## config.mk

```make
export PLATFORM = sky130hd
export DESIGN_NAME = lcd_i2c_write_path_bank_select
export DESIGN_NICKNAME = d
export VERILOG_FILES = /design/src/inc/lcd_wp_pkg.sv /design/src/core/bank_ram.sv /design/src/core/byte_fifo.sv /design/src/core/lcd_i2c_write_path_bank_select.sv
export SDC_FILE = /design/constraint.sdc
export NUM_CORES = 1
export LEC_CHECK = 0
export ABC_AREA = 1
export BUFFER_PORTS_ARGS = -buffer_cell sky130_fd_sc_hd__buf_2
export CORE_MARGIN = 5
export CORE_UTILIZATION = 56
export CTS_CLUSTER_DIAMETER = 120
export DETAILED_ROUTE_END_ITERATION = 10
export MAX_ROUTING_LAYER = met4
export PLACE_DENSITY = 0.75
export SLEW_MARGIN = 15
export SYNTH_ARGS = -nofsm -noshare
export SYNTH_HDL_FRONTEND = slang
export SYNTH_SLANG_ARGS = --single-unit
export TNS_END_PERCENT = 100
```

## constraint.sdc

```tcl
create_clock -name clock -period 3.8 [get_ports clock]
set_clock_uncertainty 0.05 [all_clocks]
set_input_delay 0.76 -clock clock [delete_from_list [all_inputs] [get_ports clock]]
set_output_delay 0.76 -clock clock [all_outputs]
set_load 0.05 [all_outputs]
```

## src/inc/lcd_wp_pkg.sv

```systemverilog
/*
 Shared constants, state type and mode decoders for the two-wire write
 path and display RAM bank selection of the segment LCD driver.
 Assumes it is compiled before every file in core/.
*/
package lcd_wp_pkg;

   // Target address layout
   localparam logic [5:0] ADDR_PREFIX = 6'h1c;

   // Display RAM geometry
   localparam int NUM_COLS = 32;
   localparam int COL_W = 5;
   localparam int NUM_ROWS = 4;
   localparam int SUB_W = 3;
   localparam logic [1:0] ALT_BASE_ROW = 2'h2;
   localparam logic [1:0] MAIN_BASE_ROW = 2'h0;

   // Receive byte framing
   localparam logic [3:0] BIT_LAST = 4'h8;
   localparam logic [3:0] ACK_SLOT = 4'h9;

   // Drive modes
   localparam logic [1:0] MODE_STATIC = 2'h0;
   localparam logic [1:0] MODE_MUX2 = 2'h1;
   localparam logic [1:0] MODE_MUX3 = 2'h2;
   localparam logic [1:0] MODE_MUX4 = 2'h3;

   // Buffer word layout: data, pointer, input bank, mode
   localparam int FIFO_DEPTH = 32;
   localparam int FIFO_WIDTH = 16;
   localparam int FW_DATA_LSB = 0;
   localparam int FW_PTR_LSB = 8;
   localparam int FW_BANK_BIT = 13;
   localparam int FW_MODE_LSB = 14;

   // Reset values
   localparam logic [4:0] PTR_RESET = 5'h00;
   localparam logic [2:0] SUB_RESET = 3'h0;

   typedef enum logic [4:0] {
      RX_IDLE = 5'h01,
      RX_ADDR = 5'h02,
      RX_CMD = 5'h04,
      RX_DATA = 5'h08,
      RX_IGNORE = 5'h10
   } rxState_t;

   // RAM words per byte, equal to the pointer step
   function automatic logic [3:0] wordsPerByte(input logic [1:0] mode);
      case (mode)
         MODE_STATIC: wordsPerByte = 4'h8;
         MODE_MUX2: wordsPerByte = 4'h4;
         MODE_MUX3: wordsPerByte = 4'h3;
         default: wordsPerByte = 4'h2;
      endcase
   endfunction

   // Rows per word, equal to backplanes scanned
   function automatic logic [2:0] rowsPerWord(input logic [1:0] mode);
      case (mode)
         MODE_STATIC: rowsPerWord = 3'h1;
         MODE_MUX2: rowsPerWord = 3'h2;
         MODE_MUX3: rowsPerWord = 3'h3;
         default: rowsPerWord = 3'h4;
      endcase
   endfunction

   // Bank switching exists only in static and two-backplane modes
   function automatic logic [1:0] bankBase(input logic [1:0] mode, input logic bank);
      if ((mode == MODE_STATIC || mode == MODE_MUX2) && bank)
         bankBase = ALT_BASE_ROW;
      else
         bankBase = MAIN_BASE_ROW;
   endfunction

endpackage

```

## src/core/bank_ram.sv

```systemverilog
/*
 Display RAM of 32 columns by 4 rows with the output bank selector.
 Assumes a scan step pulse from the frame timing outside this block.
*/
`timescale 1ns/1ps
module bank_ram (
   input wire logic clock, // System clock
   input wire logic srst, // Synchronous reset
   input wire logic clockEnable, // Freezes all state when low
   input wire logic writeEnable, // Write one column
   input wire logic [4:0] writeCol, // Column written
   input wire logic [3:0] writeMask, // Rows written
   input wire logic [3:0] writeBits, // Row data
   input wire logic [1:0] driveMode, // Current drive mode
   input wire logic outputBank, // Output bank selection
   input wire logic scanStep, // Advance to next backplane
   output logic [31:0] segmentData, // Row shown on segments
   output logic [3:0] backplaneSel // One-hot active backplane
);
   logic [3:0] cells [0:lcd_wp_pkg::NUM_COLS-1];
   logic [1:0] phase;
   logic [1:0] lastPhase;
   logic [1:0] selRow;

   assign lastPhase = 2'(lcd_wp_pkg::rowsPerWord(driveMode) - 3'h1);
   assign selRow = 2'(phase + lcd_wp_pkg::bankBase(driveMode, outputBank));

   // Column writes, only masked rows change
   always_ff @(posedge clock) begin
      if (srst) begin
         for (int c = 0; c < lcd_wp_pkg::NUM_COLS; c++) begin
            cells[c] <= 4'h0;
         end
      end else if (clockEnable && writeEnable) begin
         for (int r = 0; r < lcd_wp_pkg::NUM_ROWS; r++) begin
            if (writeMask[r]) begin
               cells[writeCol][r] <= writeBits[r];
            end
         end
      end
   end

   // Multiplex phase; a mode change may leave it past the end
   always_ff @(posedge clock) begin
      if (srst) begin
         phase <= 2'h0;
      end else if (clockEnable) begin
         if (phase > lastPhase) begin
            phase <= 2'h0;
         end else if (scanStep) begin
            phase <= (phase == lastPhase) ? 2'h0 : 2'(phase + 2'h1);
         end
      end
   end

   // Backplane follows the phase, not the bank
   always_ff @(posedge clock) begin
      if (srst) begin
         backplaneSel <= 4'h0;
      end else if (clockEnable) begin
         backplaneSel <= 4'(4'h1 << phase);
      end
   end

   // Segment registers pick the selected row of every column
   for (genvar c = 0; c < lcd_wp_pkg::NUM_COLS; c++) begin : gSeg
      always_ff @(posedge clock) begin
         if (srst) begin
            segmentData[c] <= 1'b0;
         end else if (clockEnable) begin
            segmentData[c] <= cells[c][selRow];
         end
      end
   end
endmodule // bank_ram

```

## src/core/byte_fifo.sv

```systemverilog
/*
 Flip-flop FIFO with valid/ready on both sides and honest full/empty.
 Assumes one clock, synchronous active-high reset and a clock enable.
*/
`timescale 1ns/1ps
module byte_fifo #(
   parameter int WIDTH = 16,
   parameter int DEPTH = 32
) (
   input wire logic clock, // System clock
   input wire logic srst, // Synchronous reset
   input wire logic clockEnable, // Freezes all state when low
   input wire logic inValid, // Word offered
   output logic inReady, // Room for a word
   input wire logic [WIDTH-1:0] inData, // Word in
   output logic outValid, // Word available
   input wire logic outReady, // Drain takes the word
   output logic [WIDTH-1:0] outData // Oldest word
);
   localparam int AW = $clog2(DEPTH);

   logic [WIDTH-1:0] store [0:DEPTH-1];
   logic [AW-1:0] wrIdx;
   logic [AW-1:0] rdIdx;
   logic [AW:0] count;
   logic push;
   logic pop;

   // Full and empty straight from the fill count
   assign inReady = count != (AW+1)'(DEPTH);
   assign outValid = count != '0;
   assign outData = store[rdIdx];
   assign push = inValid && inReady;
   assign pop = outValid && outReady;

   // Storage writes
   always_ff @(posedge clock) begin
      if (clockEnable && push) begin
         store[wrIdx] <= inData;
      end
   end

   // Indices wrap naturally; depth is a power of two
   always_ff @(posedge clock) begin
      if (srst) begin
         wrIdx <= '0;
         rdIdx <= '0;
         count <= '0;
      end else if (clockEnable) begin
         if (push) begin
            wrIdx <= AW'(wrIdx + 1'b1);
         end
         if (pop) begin
            rdIdx <= AW'(rdIdx + 1'b1);
         end
         if (push && !pop) begin
            count <= (AW+1)'(count + 1'b1);
         end else if (pop && !push) begin
            count <= (AW+1)'(count - 1'b1);
         end
      end
   end
endmodule // byte_fifo

```

## src/core/lcd_i2c_write_path_bank_select.sv

```systemverilog
/*
 Two-wire target receiver and display RAM write path with bank selection.
 Assumes bus pins already synchronous to clock; command decoding lives
 outside and returns pointer, subaddress, mode and bank values as ports.
*/
`timescale 1ns/1ps
module lcd_i2c_write_path_bank_select (
   input wire logic clock, // System clock, 10 MHz
   input wire logic srst, // Synchronous reset
   input wire logic clockEnable, // Freezes all state when low
   input wire logic sclIn, // Serial clock level
   input wire logic sdaIn, // Serial data level
   output logic sdaOut, // Data drive value, always low
   output logic sdaOe, // High while pulling data low
   input wire logic target_addr_select_pin, // Address bit 1 select
   input wire logic hw_subaddr_bit0_pin, // Hardware subaddress bit 0
   input wire logic hw_subaddr_bit1_pin, // Hardware subaddress bit 1
   input wire logic hw_subaddr_bit2_pin, // Hardware subaddress bit 2
   input wire logic [1:0] driveMode, // Static, 1:2, 1:3, 1:4
   input wire logic inputBank, // Input bank selection
   input wire logic outputBank, // Output bank selection
   input wire logic pointerLoad, // Load data pointer pulse
   input wire logic [4:0] pointerValue, // Pointer load value
   input wire logic subaddrLoad, // Load subaddress counter pulse
   input wire logic [2:0] subaddrValue, // Subaddress load value
   input wire logic ramHold, // Stalls RAM writes
   input wire logic scanStep, // Next backplane pulse
   output logic commandValid, // Command byte pulse
   output logic [7:0] commandByte, // Received command byte
   output logic [4:0] dataPointer, // Current data pointer
   output logic [2:0] subaddrCount, // Current subaddress counter
   output logic addressed, // Transfer addressed to us
   output logic [31:0] segmentData, // Row shown on segments
   output logic backplane_out_0, // Backplane 0 active
   output logic backplane_out_1, // Backplane 1 active
   output logic backplane_out_2, // Backplane 2 active
   output logic backplane_out_3 // Backplane 3 active
);
   lcd_wp_pkg::rxState_t rxState;
   logic sclPrev;
   logic sdaPrev;
   logic sclRise;
   logic sclFall;
   logic startCond;
   logic stopCond;
   logic [3:0] bitCount;
   logic [7:0] shiftReg;
   logic byteDone;
   logic addrMatch;
   logic subMatch;
   logic ackWanted;
   logic [5:0] ptrSum;
   logic fifoInValid;
   logic fifoInReady;
   logic [lcd_wp_pkg::FIFO_WIDTH-1:0] fifoInData;
   logic fifoOutValid;
   logic fifoOutReady;
   logic [lcd_wp_pkg::FIFO_WIDTH-1:0] fifoOutData;
   logic writerBusy;
   logic [lcd_wp_pkg::FIFO_WIDTH-1:0] entry;
   logic [3:0] wordIdx;
   logic [7:0] eData;
   logic [4:0] ePtr;
   logic eBank;
   logic [1:0] eMode;
   logic [4:0] firstBit;
   logic [7:0] shifted;
   logic [3:0] rawMask;
   logic [3:0] rawBits;
   logic [3:0] writeMask;
   logic [3:0] writeBits;
   logic [4:0] writeCol;
   logic writeEnable;
   logic lastWord;
   logic [3:0] bpSel;

   // Previous levels for edge and condition detection
   always_ff @(posedge clock) begin
      if (srst) begin
         sclPrev <= 1'b1;
         sdaPrev <= 1'b1;
      end else if (clockEnable) begin
         sclPrev <= sclIn;
         sdaPrev <= sdaIn;
      end
   end

   // Data moving while clock stays high is a condition, not a bit
   assign startCond = sclPrev && sclIn && sdaPrev && !sdaIn;
   assign stopCond = sclPrev && sclIn && !sdaPrev && sdaIn;
   assign sclRise = !sclPrev && sclIn;
   assign sclFall = sclPrev && !sclIn;
   assign byteDone = sclFall && bitCount == lcd_wp_pkg::BIT_LAST;

   // Address byte check, read bit must be zero
   assign addrMatch = shiftReg[7:2] == lcd_wp_pkg::ADDR_PREFIX
      && shiftReg[1] == target_addr_select_pin
      && !shiftReg[0];
   assign subMatch = subaddrCount ==
      {hw_subaddr_bit2_pin, hw_subaddr_bit1_pin, hw_subaddr_bit0_pin};

   // Acknowledge decision per phase
   always_comb begin
      case (rxState)
         lcd_wp_pkg::RX_ADDR: ackWanted = addrMatch;
         lcd_wp_pkg::RX_CMD: ackWanted = 1'b1;
         lcd_wp_pkg::RX_DATA: ackWanted = subMatch && fifoInReady;
         default: ackWanted = 1'b0;
      endcase
   end

   // Receiver phase; a start restarts address recognition, a stop returns to idle
   always_ff @(posedge clock) begin
      if (srst) begin
         rxState <= lcd_wp_pkg::RX_IDLE;
      end else if (clockEnable) begin
         if (startCond) begin
            rxState <= lcd_wp_pkg::RX_ADDR;
         end else if (stopCond) begin
            rxState <= lcd_wp_pkg::RX_IDLE;
         end else if (byteDone) begin
            case (rxState)
               lcd_wp_pkg::RX_ADDR: begin
                  rxState <= addrMatch ? lcd_wp_pkg::RX_CMD
                                       : lcd_wp_pkg::RX_IGNORE;
               end
               lcd_wp_pkg::RX_CMD: begin
                  if (!shiftReg[7]) begin
                     rxState <= lcd_wp_pkg::RX_DATA;
                  end
               end
               default: rxState <= rxState;
            endcase
         end
      end
   end

   // Bit shifter; partial bytes die with any condition
   always_ff @(posedge clock) begin
      if (srst) begin
         bitCount <= 4'h0;
         shiftReg <= 8'h00;
      end else if (clockEnable) begin
         if (startCond || stopCond) begin
            bitCount <= 4'h0;
         end else if (sclRise && bitCount < lcd_wp_pkg::BIT_LAST) begin
            shiftReg <= {shiftReg[6:0], sdaIn};
            bitCount <= 4'(bitCount + 4'h1);
         end else if (byteDone) begin
            bitCount <= lcd_wp_pkg::ACK_SLOT;
         end else if (sclFall && bitCount == lcd_wp_pkg::ACK_SLOT) begin
            bitCount <= 4'h0;
         end
      end
   end

   // Acknowledge drive, set on the falling edge after bit eight, held
   // through the whole ninth clock high, dropped on its falling edge
   always_ff @(posedge clock) begin
      if (srst) begin
         sdaOe <= 1'b0;
      end else if (clockEnable) begin
         if (startCond || stopCond) begin
            sdaOe <= 1'b0;
         end else if (byteDone) begin
            sdaOe <= ackWanted;
         end else if (sclFall && bitCount == lcd_wp_pkg::ACK_SLOT) begin
            sdaOe <= 1'b0;
         end
      end
   end

   // Only ever pulls low; never transmits data
   always_ff @(posedge clock) begin
      if (srst) begin
         sdaOut <= 1'b0;
      end else if (clockEnable) begin
         sdaOut <= 1'b0;
      end
   end

   // Addressed status for the outside command decoder
   always_ff @(posedge clock) begin
      if (srst) begin
         addressed <= 1'b0;
      end else if (clockEnable) begin
         if (startCond || stopCond) begin
            addressed <= 1'b0;
         end else if (byteDone && rxState == lcd_wp_pkg::RX_ADDR) begin
            addressed <= addrMatch;
         end
      end
   end

   // Command bytes go out whole; their meaning is decoded outside
   always_ff @(posedge clock) begin
      if (srst) begin
         commandValid <= 1'b0;
         commandByte <= 8'h00;
      end else if (clockEnable) begin
         commandValid <= byteDone && rxState == lcd_wp_pkg::RX_CMD;
         if (byteDone && rxState == lcd_wp_pkg::RX_CMD) begin
            commandByte <= shiftReg;
         end
      end
   end

   assign ptrSum = 6'({1'b0, dataPointer} + {2'b00, lcd_wp_pkg::wordsPerByte(driveMode)});

   // Pointer steps on every data byte, matched or not; load wins
   always_ff @(posedge clock) begin
      if (srst) begin
         dataPointer <= lcd_wp_pkg::PTR_RESET;
      end else if (clockEnable) begin
         if (pointerLoad) begin
            dataPointer <= pointerValue;
         end else if (byteDone && rxState == lcd_wp_pkg::RX_DATA) begin
            dataPointer <= ptrSum[4:0];
         end
      end
   end

   // Subaddress follows pointer overflow so cascades stay aligned
   always_ff @(posedge clock) begin
      if (srst) begin
         subaddrCount <= lcd_wp_pkg::SUB_RESET;
      end else if (clockEnable) begin
         if (subaddrLoad) begin
            subaddrCount <= subaddrValue;
         end else if (byteDone && rxState == lcd_wp_pkg::RX_DATA && ptrSum[5]) begin
            subaddrCount <= 3'(subaddrCount + 3'h1);
         end
      end
   end

   // Matched data byte enters the buffer with its own placement;
   // a full buffer refuses the byte and the controller sees no ack
   assign fifoInValid = byteDone && rxState == lcd_wp_pkg::RX_DATA && subMatch;
   assign fifoInData = {driveMode, inputBank, dataPointer, shiftReg};

   byte_fifo #(
      .WIDTH(lcd_wp_pkg::FIFO_WIDTH),
      .DEPTH(lcd_wp_pkg::FIFO_DEPTH)
   ) uFifo (
      .clock(clock),
      .srst(srst),
      .clockEnable(clockEnable),
      .inValid(fifoInValid),
      .inReady(fifoInReady),
      .inData(fifoInData),
      .outValid(fifoOutValid),
      .outReady(fifoOutReady),
      .outData(fifoOutData)
   );

   // Buffered entry fields
   assign eData = entry[lcd_wp_pkg::FW_DATA_LSB +: 8];
   assign ePtr = entry[lcd_wp_pkg::FW_PTR_LSB +: lcd_wp_pkg::COL_W];
   assign eBank = entry[lcd_wp_pkg::FW_BANK_BIT];
   assign eMode = entry[lcd_wp_pkg::FW_MODE_LSB +: 2];
   assign fifoOutReady = !writerBusy;
   assign writeEnable = writerBusy && !ramHold;
   assign lastWord = wordIdx == 4'(lcd_wp_pkg::wordsPerByte(eMode) - 4'h1);

   // Writer: one column per cycle; the buffer only fills while ramHold stalls it
   always_ff @(posedge clock) begin
      if (srst) begin
         writerBusy <= 1'b0;
         entry <= '0;
         wordIdx <= 4'h0;
      end else if (clockEnable) begin
         if (!writerBusy && fifoOutValid) begin
            entry <= fifoOutData;
            writerBusy <= 1'b1;
            wordIdx <= 4'h0;
         end else if (writeEnable) begin
            wordIdx <= 4'(wordIdx + 4'h1);
            if (lastWord) begin
               writerBusy <= 1'b0;
            end
         end
      end
   end

   // Bits of this word, MSB first; the 1:3 tail word leaves row 2 alone
   always_comb begin
      firstBit = 5'(wordIdx * lcd_wp_pkg::rowsPerWord(eMode));
      shifted = 8'(eData << firstBit);
      rawMask = 4'h0;
      rawBits = 4'h0;
      for (int r = 0; r < lcd_wp_pkg::NUM_ROWS; r++) begin
         rawMask[r] = (r < int'(lcd_wp_pkg::rowsPerWord(eMode)))
            && (int'(firstBit) + r < 8);
         rawBits[r] = shifted[7-r];
      end
   end

   // Input bank moves static and 1:2 writes up to rows 2 and 3
   assign writeMask = 4'(rawMask << lcd_wp_pkg::bankBase(eMode, eBank));
   assign writeBits = 4'(rawBits << lcd_wp_pkg::bankBase(eMode, eBank));
   assign writeCol = 5'(ePtr + {1'b0, wordIdx});

   bank_ram uRam (
      .clock(clock),
      .srst(srst),
      .clockEnable(clockEnable),
      .writeEnable(writeEnable),
      .writeCol(writeCol),
      .writeMask(writeMask),
      .writeBits(writeBits),
      .driveMode(driveMode),
      .outputBank(outputBank),
      .scanStep(scanStep),
      .segmentData(segmentData),
      .backplaneSel(bpSel)
   );

   // Backplane bits are flops inside the RAM block
   assign backplane_out_0 = bpSel[0];
   assign backplane_out_1 = bpSel[1];
   assign backplane_out_2 = bpSel[2];
   assign backplane_out_3 = bpSel[3];
endmodule // lcd_i2c_write_path_bank_select

```

# After elaboration in Yosys (flattened, before gate mapping)

Memory sizes are Yosys's and may differ from the RTL's. A register that Yosys moved wholly into a read port is not among the register bits.
Index checks and enable logic that the tools add are counted.
W data, S select, Z words.

Add/subtract/negate cells: 16
$mul: 1
Order comparisons: 11
Equality and inequality tests: 16
Shift-type cells: 4
Mux-type cells: 123
Bitwise operators: 1
Reductions and logical operators: 72

Operators by type and width:

| cell                  | count |
|---|---|
| $bmux W1 S2           | 32 |
| $mux W1               | 60 |
| $mux W5               | 8 |
| $mux W4               | 8 |
| $logic_and A1 B1 Y1   | 31 |
| $pmux W4 S3           | 2 |
| $reduce_and A2 Y1     | 11 |
| $lt A6 B4 Y1 const B  | 3 |
| $reduce_bool A2 Y1    | 7 |
| $add A5 B2 Y6 const B | 2 |
| $mux W6               | 2 |
| $add A5 B1 Y5 const B | 2 |
| $mux W2               | 5 |
| $pmux W5 S2           | 1 |
| $logic_not A1 Y1      | 9 |
| $pmux W3 S3           | 1 |
| $add A4 B1 Y4 const B | 2 |
| $eq A4 B4 Y1 const B  | 2 |
| $reduce_bool A4 Y1    | 2 |
| $shl A4 B2 Y4         | 2 |
| $shl A8 B5 Y8         | 1 |
| $add A5 B1 Y6 const B | 1 |
| $add A5 B4 Y6         | 1 |
| $add A6 B1 Y6 const B | 1 |
| 38 further kinds      | 48 |

Register bits: 97
Memory bits (writable): 640
Bits of input ports: 25
Output and inout port bits: 56
Memories: 2

Memory list:

| name        | words | bits a word | read ports | clocked after Yosys merged registers in | wr ports | line            | RTL |
|---|---|---|---|---|---|---|---|
| uFifo.store | 32    | 16          | 1          | 1                                       | 1        | byte_fifo.sv:22 | `logic [WIDTH-1:0] store [0:DEPTH-1];` |
| uRam.cells  | 32    | 4           | 32         | 0                                       | 32       | bank_ram.sv:20  | `logic [3:0] cells [0:lcd_wp_pkg::NUM_COLS-1];` |

# Logic depth before layout (Yosys ltp)

Word-level depth: 13
Depth in mapped cells: 21

# Modules after synthesis

A second synthesis with hierarchy kept.

Cell total of the unflattened synthesis: 3577
Area total of the unflattened synthesis: 34488.1 sq um

Modules (own cells, without submodules):

| module                         | instances | cells an instance | area each (sq um) | seq. area each (sq um) |
|---|---|---|---|---|
| byte_fifo                      | 1         | 1916              | 22113.7           | 15795.1 |
| bank_ram                       | 1         | 1135              | 8743.4            | 4604.4 |
| lcd_i2c_write_path_bank_select | 1         | 526               | 3631.0            | 1181.1 |

# Worst setup path after synthesis

Ideal clock, no wire load.

Path kind: register to register
Start point: reg entry[14] (netlist name), read port of uFifo.store
End point: mem uRam.cells[10][0], enable pin
Arrival time: 3.323 ns
Required time: 3.457 ns
Setup slack: 0.134 ns
Cell stages (with the launch flop): 20
Period minus slack after synthesis: 3.666 ns
Cells stage by stage: dfxtp_1 > inv_1 > ha_1 > o21ai_0 > nor2_1 > fa_1 > ha_1 > fa_1 > nand2_1 > inv_1 > nor2_1 > nand3_1 > nand2_1 > nand2_2 > nor2_1 > nor2_1 > nor2_2 > buf_2 > nand2_1 > nand2_1

RTL lines:

| element         | line                                 | RTL |
|---|---|---|
| start, declared | lcd_i2c_write_path_bank_select.sv:60 | `logic [lcd_wp_pkg::FIFO_WIDTH-1:0] entry;` |
| end, declared   | bank_ram.sv:20                       |  |

==> impl_metrics.py <==
metrics = {
    "outcome": {
        "outcome": "completed",
    },
    "critical_path": {
        "setup.worst_path.end_class": "register",
        "r2r_slack_ns": 0.16,
        "reg2reg_depth": 19,
        "critPathLaunchType": "register",
        "crit_type": "register to register",
        "crit_required_ns": 4.07,
        "reg2reg_to": "uRam.cells[28][2]",
        "cp.arrival_ns": 3.91,
        "r2r_start": "entry[14]",
        "worstPathMaxFanout": 8,
    },
    "floorplanning": {
        "dieArea_sq_um": 63190,
        "die_x_um": 251.4,
        "die_h_um": 251.4,
        "placementRows": 88,
        "start_util": 0.5656,
        "core_area_sq_um": 57700,
        "ios": 81,
    },
    "logic_synthesis": {
        "synth_edf_count": 640,
        "yosys.area_share.simple": 0.1589,
        "synth_compound_area_frac": 0.1107,
        "syn_nets": 3207,
        "synth_top_flop_cell": "edfxtp_1",
        "synth-adder-area-share": 0.01864,
        "synth.distinct_cells": 39,
        "async_flop_share": 0,
        "yosysWarnings": 0,
        "yosys-mux-area-fraction": 0.009816,
        "syn-cell-area_sq_um": 32630,
        "yosysSeqAreaShare": 0.6583,
        "synth_cells": 3137,
        "syn_area_per_cell_sq_um": 10.40,
        "synth_top_family_by_area": "simple AND/OR/NAND/NOR gates",
        "ys_ff_latch": 753,
        "yosys.area_share.xor_xnor": 0.004295,
    },
    "placed_design": {
        "gp_congestion": 0.9007,
        "dp_hpwl_mm": 48.92,
        "dp.cells": 3883,
        "pre_cts_ws_ns": -0.03934,
        "portBuffers": 79,
    },
    "power_and_ir_drop": {
        "power.total_w": 0.02165,
        "powerDensity_nw_per_um2": 589.2,
        "ir_worst_vdd_mv": 0.4042,
        "leakage_nw": 13.73,
    },
    "finish": {
        "post-route-util": 0.6369,
        "fin_cells": 4016,
        "drive_gt1_frac": 0.09812,
        "nets": 3267,
        "antennaDiodeCount": 0,
        "area_growth_pct": 12.62,
    },
    "routing": {
        "vias": 24154,
        "avgViaCountPerCell": 6.014,
        "firstDrtPassIters": 8,
        "wl_mm": 84.18,
        "drtAntennaViolNets": 0,
        "drc": 0,
        "wl_per_cell_um": 20.96,
        "drt_iter0_markers": 3166,
    },
    "clocking": {
        "clk_latency_ns": 0.62,
        "cts.sinks": 753,
        "clk_pin_slew_ns": 0.07,
        "cts_htree_levels": 3,
        "clock-root-buffer": "clkbuf_16",
        "cts_tree": "done",
        "clock_path_buffers": 3,
        "numCtsBuffers": 74,
    },
    "timing": {
        "hold_viol_final": 0,
        "slew_headroom": 0.2316,
        "timing.final.crit_share": 0.9588,
        "timing.final.ws_setup_ns": 0.1567,
        "layout_min_cycle_time_ns": 3.643,
        "slew_viol_final": 0,
        "fmax_ghz": 0.2745,
        "worst-slew-pin-transition_ns": 1.151,
        "finalSetupViolCount": 0,
    },
    "hold_path": {
        "hold_depth": 3,
        "hp-start": "pointerValue[0]",
        "holdPathEnd": "dataPointer[0]",
        "hold_class": "input port to register",
    },
    "global_route": {
        "grt_pass1_wl_mm": 128.1,
        "grt_usage": 0.2651,
        "grt_pass1_vias": 23230,
        "overflow": 0,
        "antenna_found_initial": 0,
        "grt_start_max_net_pins": 142,
    },
    "flow_run": {
        "max_cap_viol_count": 0,
    },
}
[layout by cell type, fill, tap and decap left out, types with 75 or more instances in the layout]
cell       netlist  routed
nand2_1        605     603
clkbuf_16        0      78
o22ai_1         75      75
edfxtp_1       640     640
dfxtp_1        113     107
o21ai_0        376     375
buf_4            5      76
inv_1          119     114
nand3_1         85      85
a21oi_1        119     118
buf_2           44      79
nor2_1         566     563
[final cells by class]
| cell class | count | area (sq um) |
|---|---|---|
| Multi-Input combinational cell | 2063 | 9960 |
| Tap cell | 765 | 957.2 |
| Timing Repair Buffer | 177 | 1415 |
| Clock buffer | 91 | 1968 |
| Sequential cell | 753 | 21500 |
| Fill cell | 4359 | 20950 |
| Clock inverter | 39 | 461.7 |
| Inverter | 128 | 488.0 |
[cells in the mapped netlist (5+ instances only)]
cell type / number / area [sq um]
o211ai_1: 43 / 322.8
nor2_1: 566 / 2125
buf_4: 5 / 37.54
xnor2_1: 9 / 78.83
xor2_1: 7 / 61.31
fa_1: 6 / 120.1
o221ai_1: 23 / 201.4
mux2i_1: 32 / 320.3
buf_1: 8 / 30.03
inv_2: 5 / 18.77
o21ai_1: 6 / 30.03
o22ai_1: 75 / 469.2
a211oi_1: 6 / 45.04
nor3_1: 11 / 55.05
ha_1: 39 / 488.0
inv_1: 119 / 446.7
clkbuf_1: 136 / 510.5
o21ai_0: 376 / 1882
nand4_1: 34 / 212.7
a21oi_1: 119 / 595.6
dfxtp_1: 113 / 2262
nand3_1: 85 / 425.4
nand2_1: 605 / 2271
edfxtp_1: 640 / 19220
buf_2: 44 / 220.2
[sequential cells by signal, summed over array words and instances, names as in the netlist, 6 cells and up]
register	count
uRam.cells	128
uFifo.store	512
entry	16
uFifo.count	6
shiftReg	8
uRam.segmentData	32
commandByte	8
[per-stage QoR]
stage | cell area, sq um | hold WS, ns | TNS [ns]
2_1_floorplan | 32630 | 0.3709 | 0
3_3_place_gp | 34190 | 0.3956 | 0
3_5_place_dp | 34190 | 0.3928 | -0.3059
4_1_cts | 36650 | 0.3535 | 0
5_1_grt | 36750 | 0.3872 | -0.0007625
6_report | 36750 | 0.3773 | 0
[what timing repair did]
| item | 4_1_cts | 5_1_grt |
|---|---|---|
| hold buffers | 0 | 0 |
| pin swaps | 1 | 1 |
| gates resized for setup | 6 | 13 |
| endpoints found under the setup margin | 33 | 226 |
| buffers inserted | 0 | 0 |
| gates cloned | 1 | 2 |
[where the power goes]
part | total (W) | internal, W | leakage [nW] | switching [W]
clock | 0.00737 | 0.00431 | 1.18 | 0.00306
sequential | 0.00933 | 0.00915 | 7.11 | 0.000179
combinational | 0.00495 | 0.00137 | 5.44 | 0.00357
[critical path, cell delays in order (launching register included)]
cell	delay, ns
dfxtp_4	0.37
inv_2	0.07
ha_1	0.22
o21ai_2	0.16
nor2_1	0.07
fa_1	0.43
ha_1	0.22
fa_2	0.36
nand2_1	0.10
inv_1	0.04
nor2_1	0.08
nand3_1	0.08
nand2_2	0.11
nand2_4	0.09
nor2_1	0.15
nand3_1	0.11
nand2_2	0.24
clkbuf_16	0.23
nand2_1	0.07
nand2_1	0.09
[layer usage]
metal  share of wire  track usage
met1            0.39       0.3599
met2            0.47       0.4147
met3            0.11      0.04449
met4           0.028      0.08561
met5               0            -
[logic make-up after synthesis]
| group | after synthesis |
|---|---|
| flip-flops | 753 |
| adder cells (fa/ha/maj) | 45 |
| AO/OA/AOI/OAI | 657 |
| buffers and inverters | 321 |
| other | 1 |
| AND/OR/NAND/NOR | 1312 |
| XOR/XNOR | 16 |
| multiplexers | 32 |
[how the worst max path moves through the flow]
stage	startpoint	endpoint	slack [ns]	cells after the start
6_report	entry[14]	uRam.cells[28][2]	0.16	19
5_1_grt	entry[15]	uRam.cells[10][2]	-0.0008	19
4_1_cts	entry[14]	uRam.cells[24][2]	0.07	19
3_5_place_dp	entry[14]	uRam.cells[21][2]	-0.04	19
3_3_place_gp	entry[14]	uRam.cells[9][2]	0.12	19
2_1_floorplan	entry[14]	uRam.cells[10][0]	0.13	19
Power figures use the tool's default switching activity.
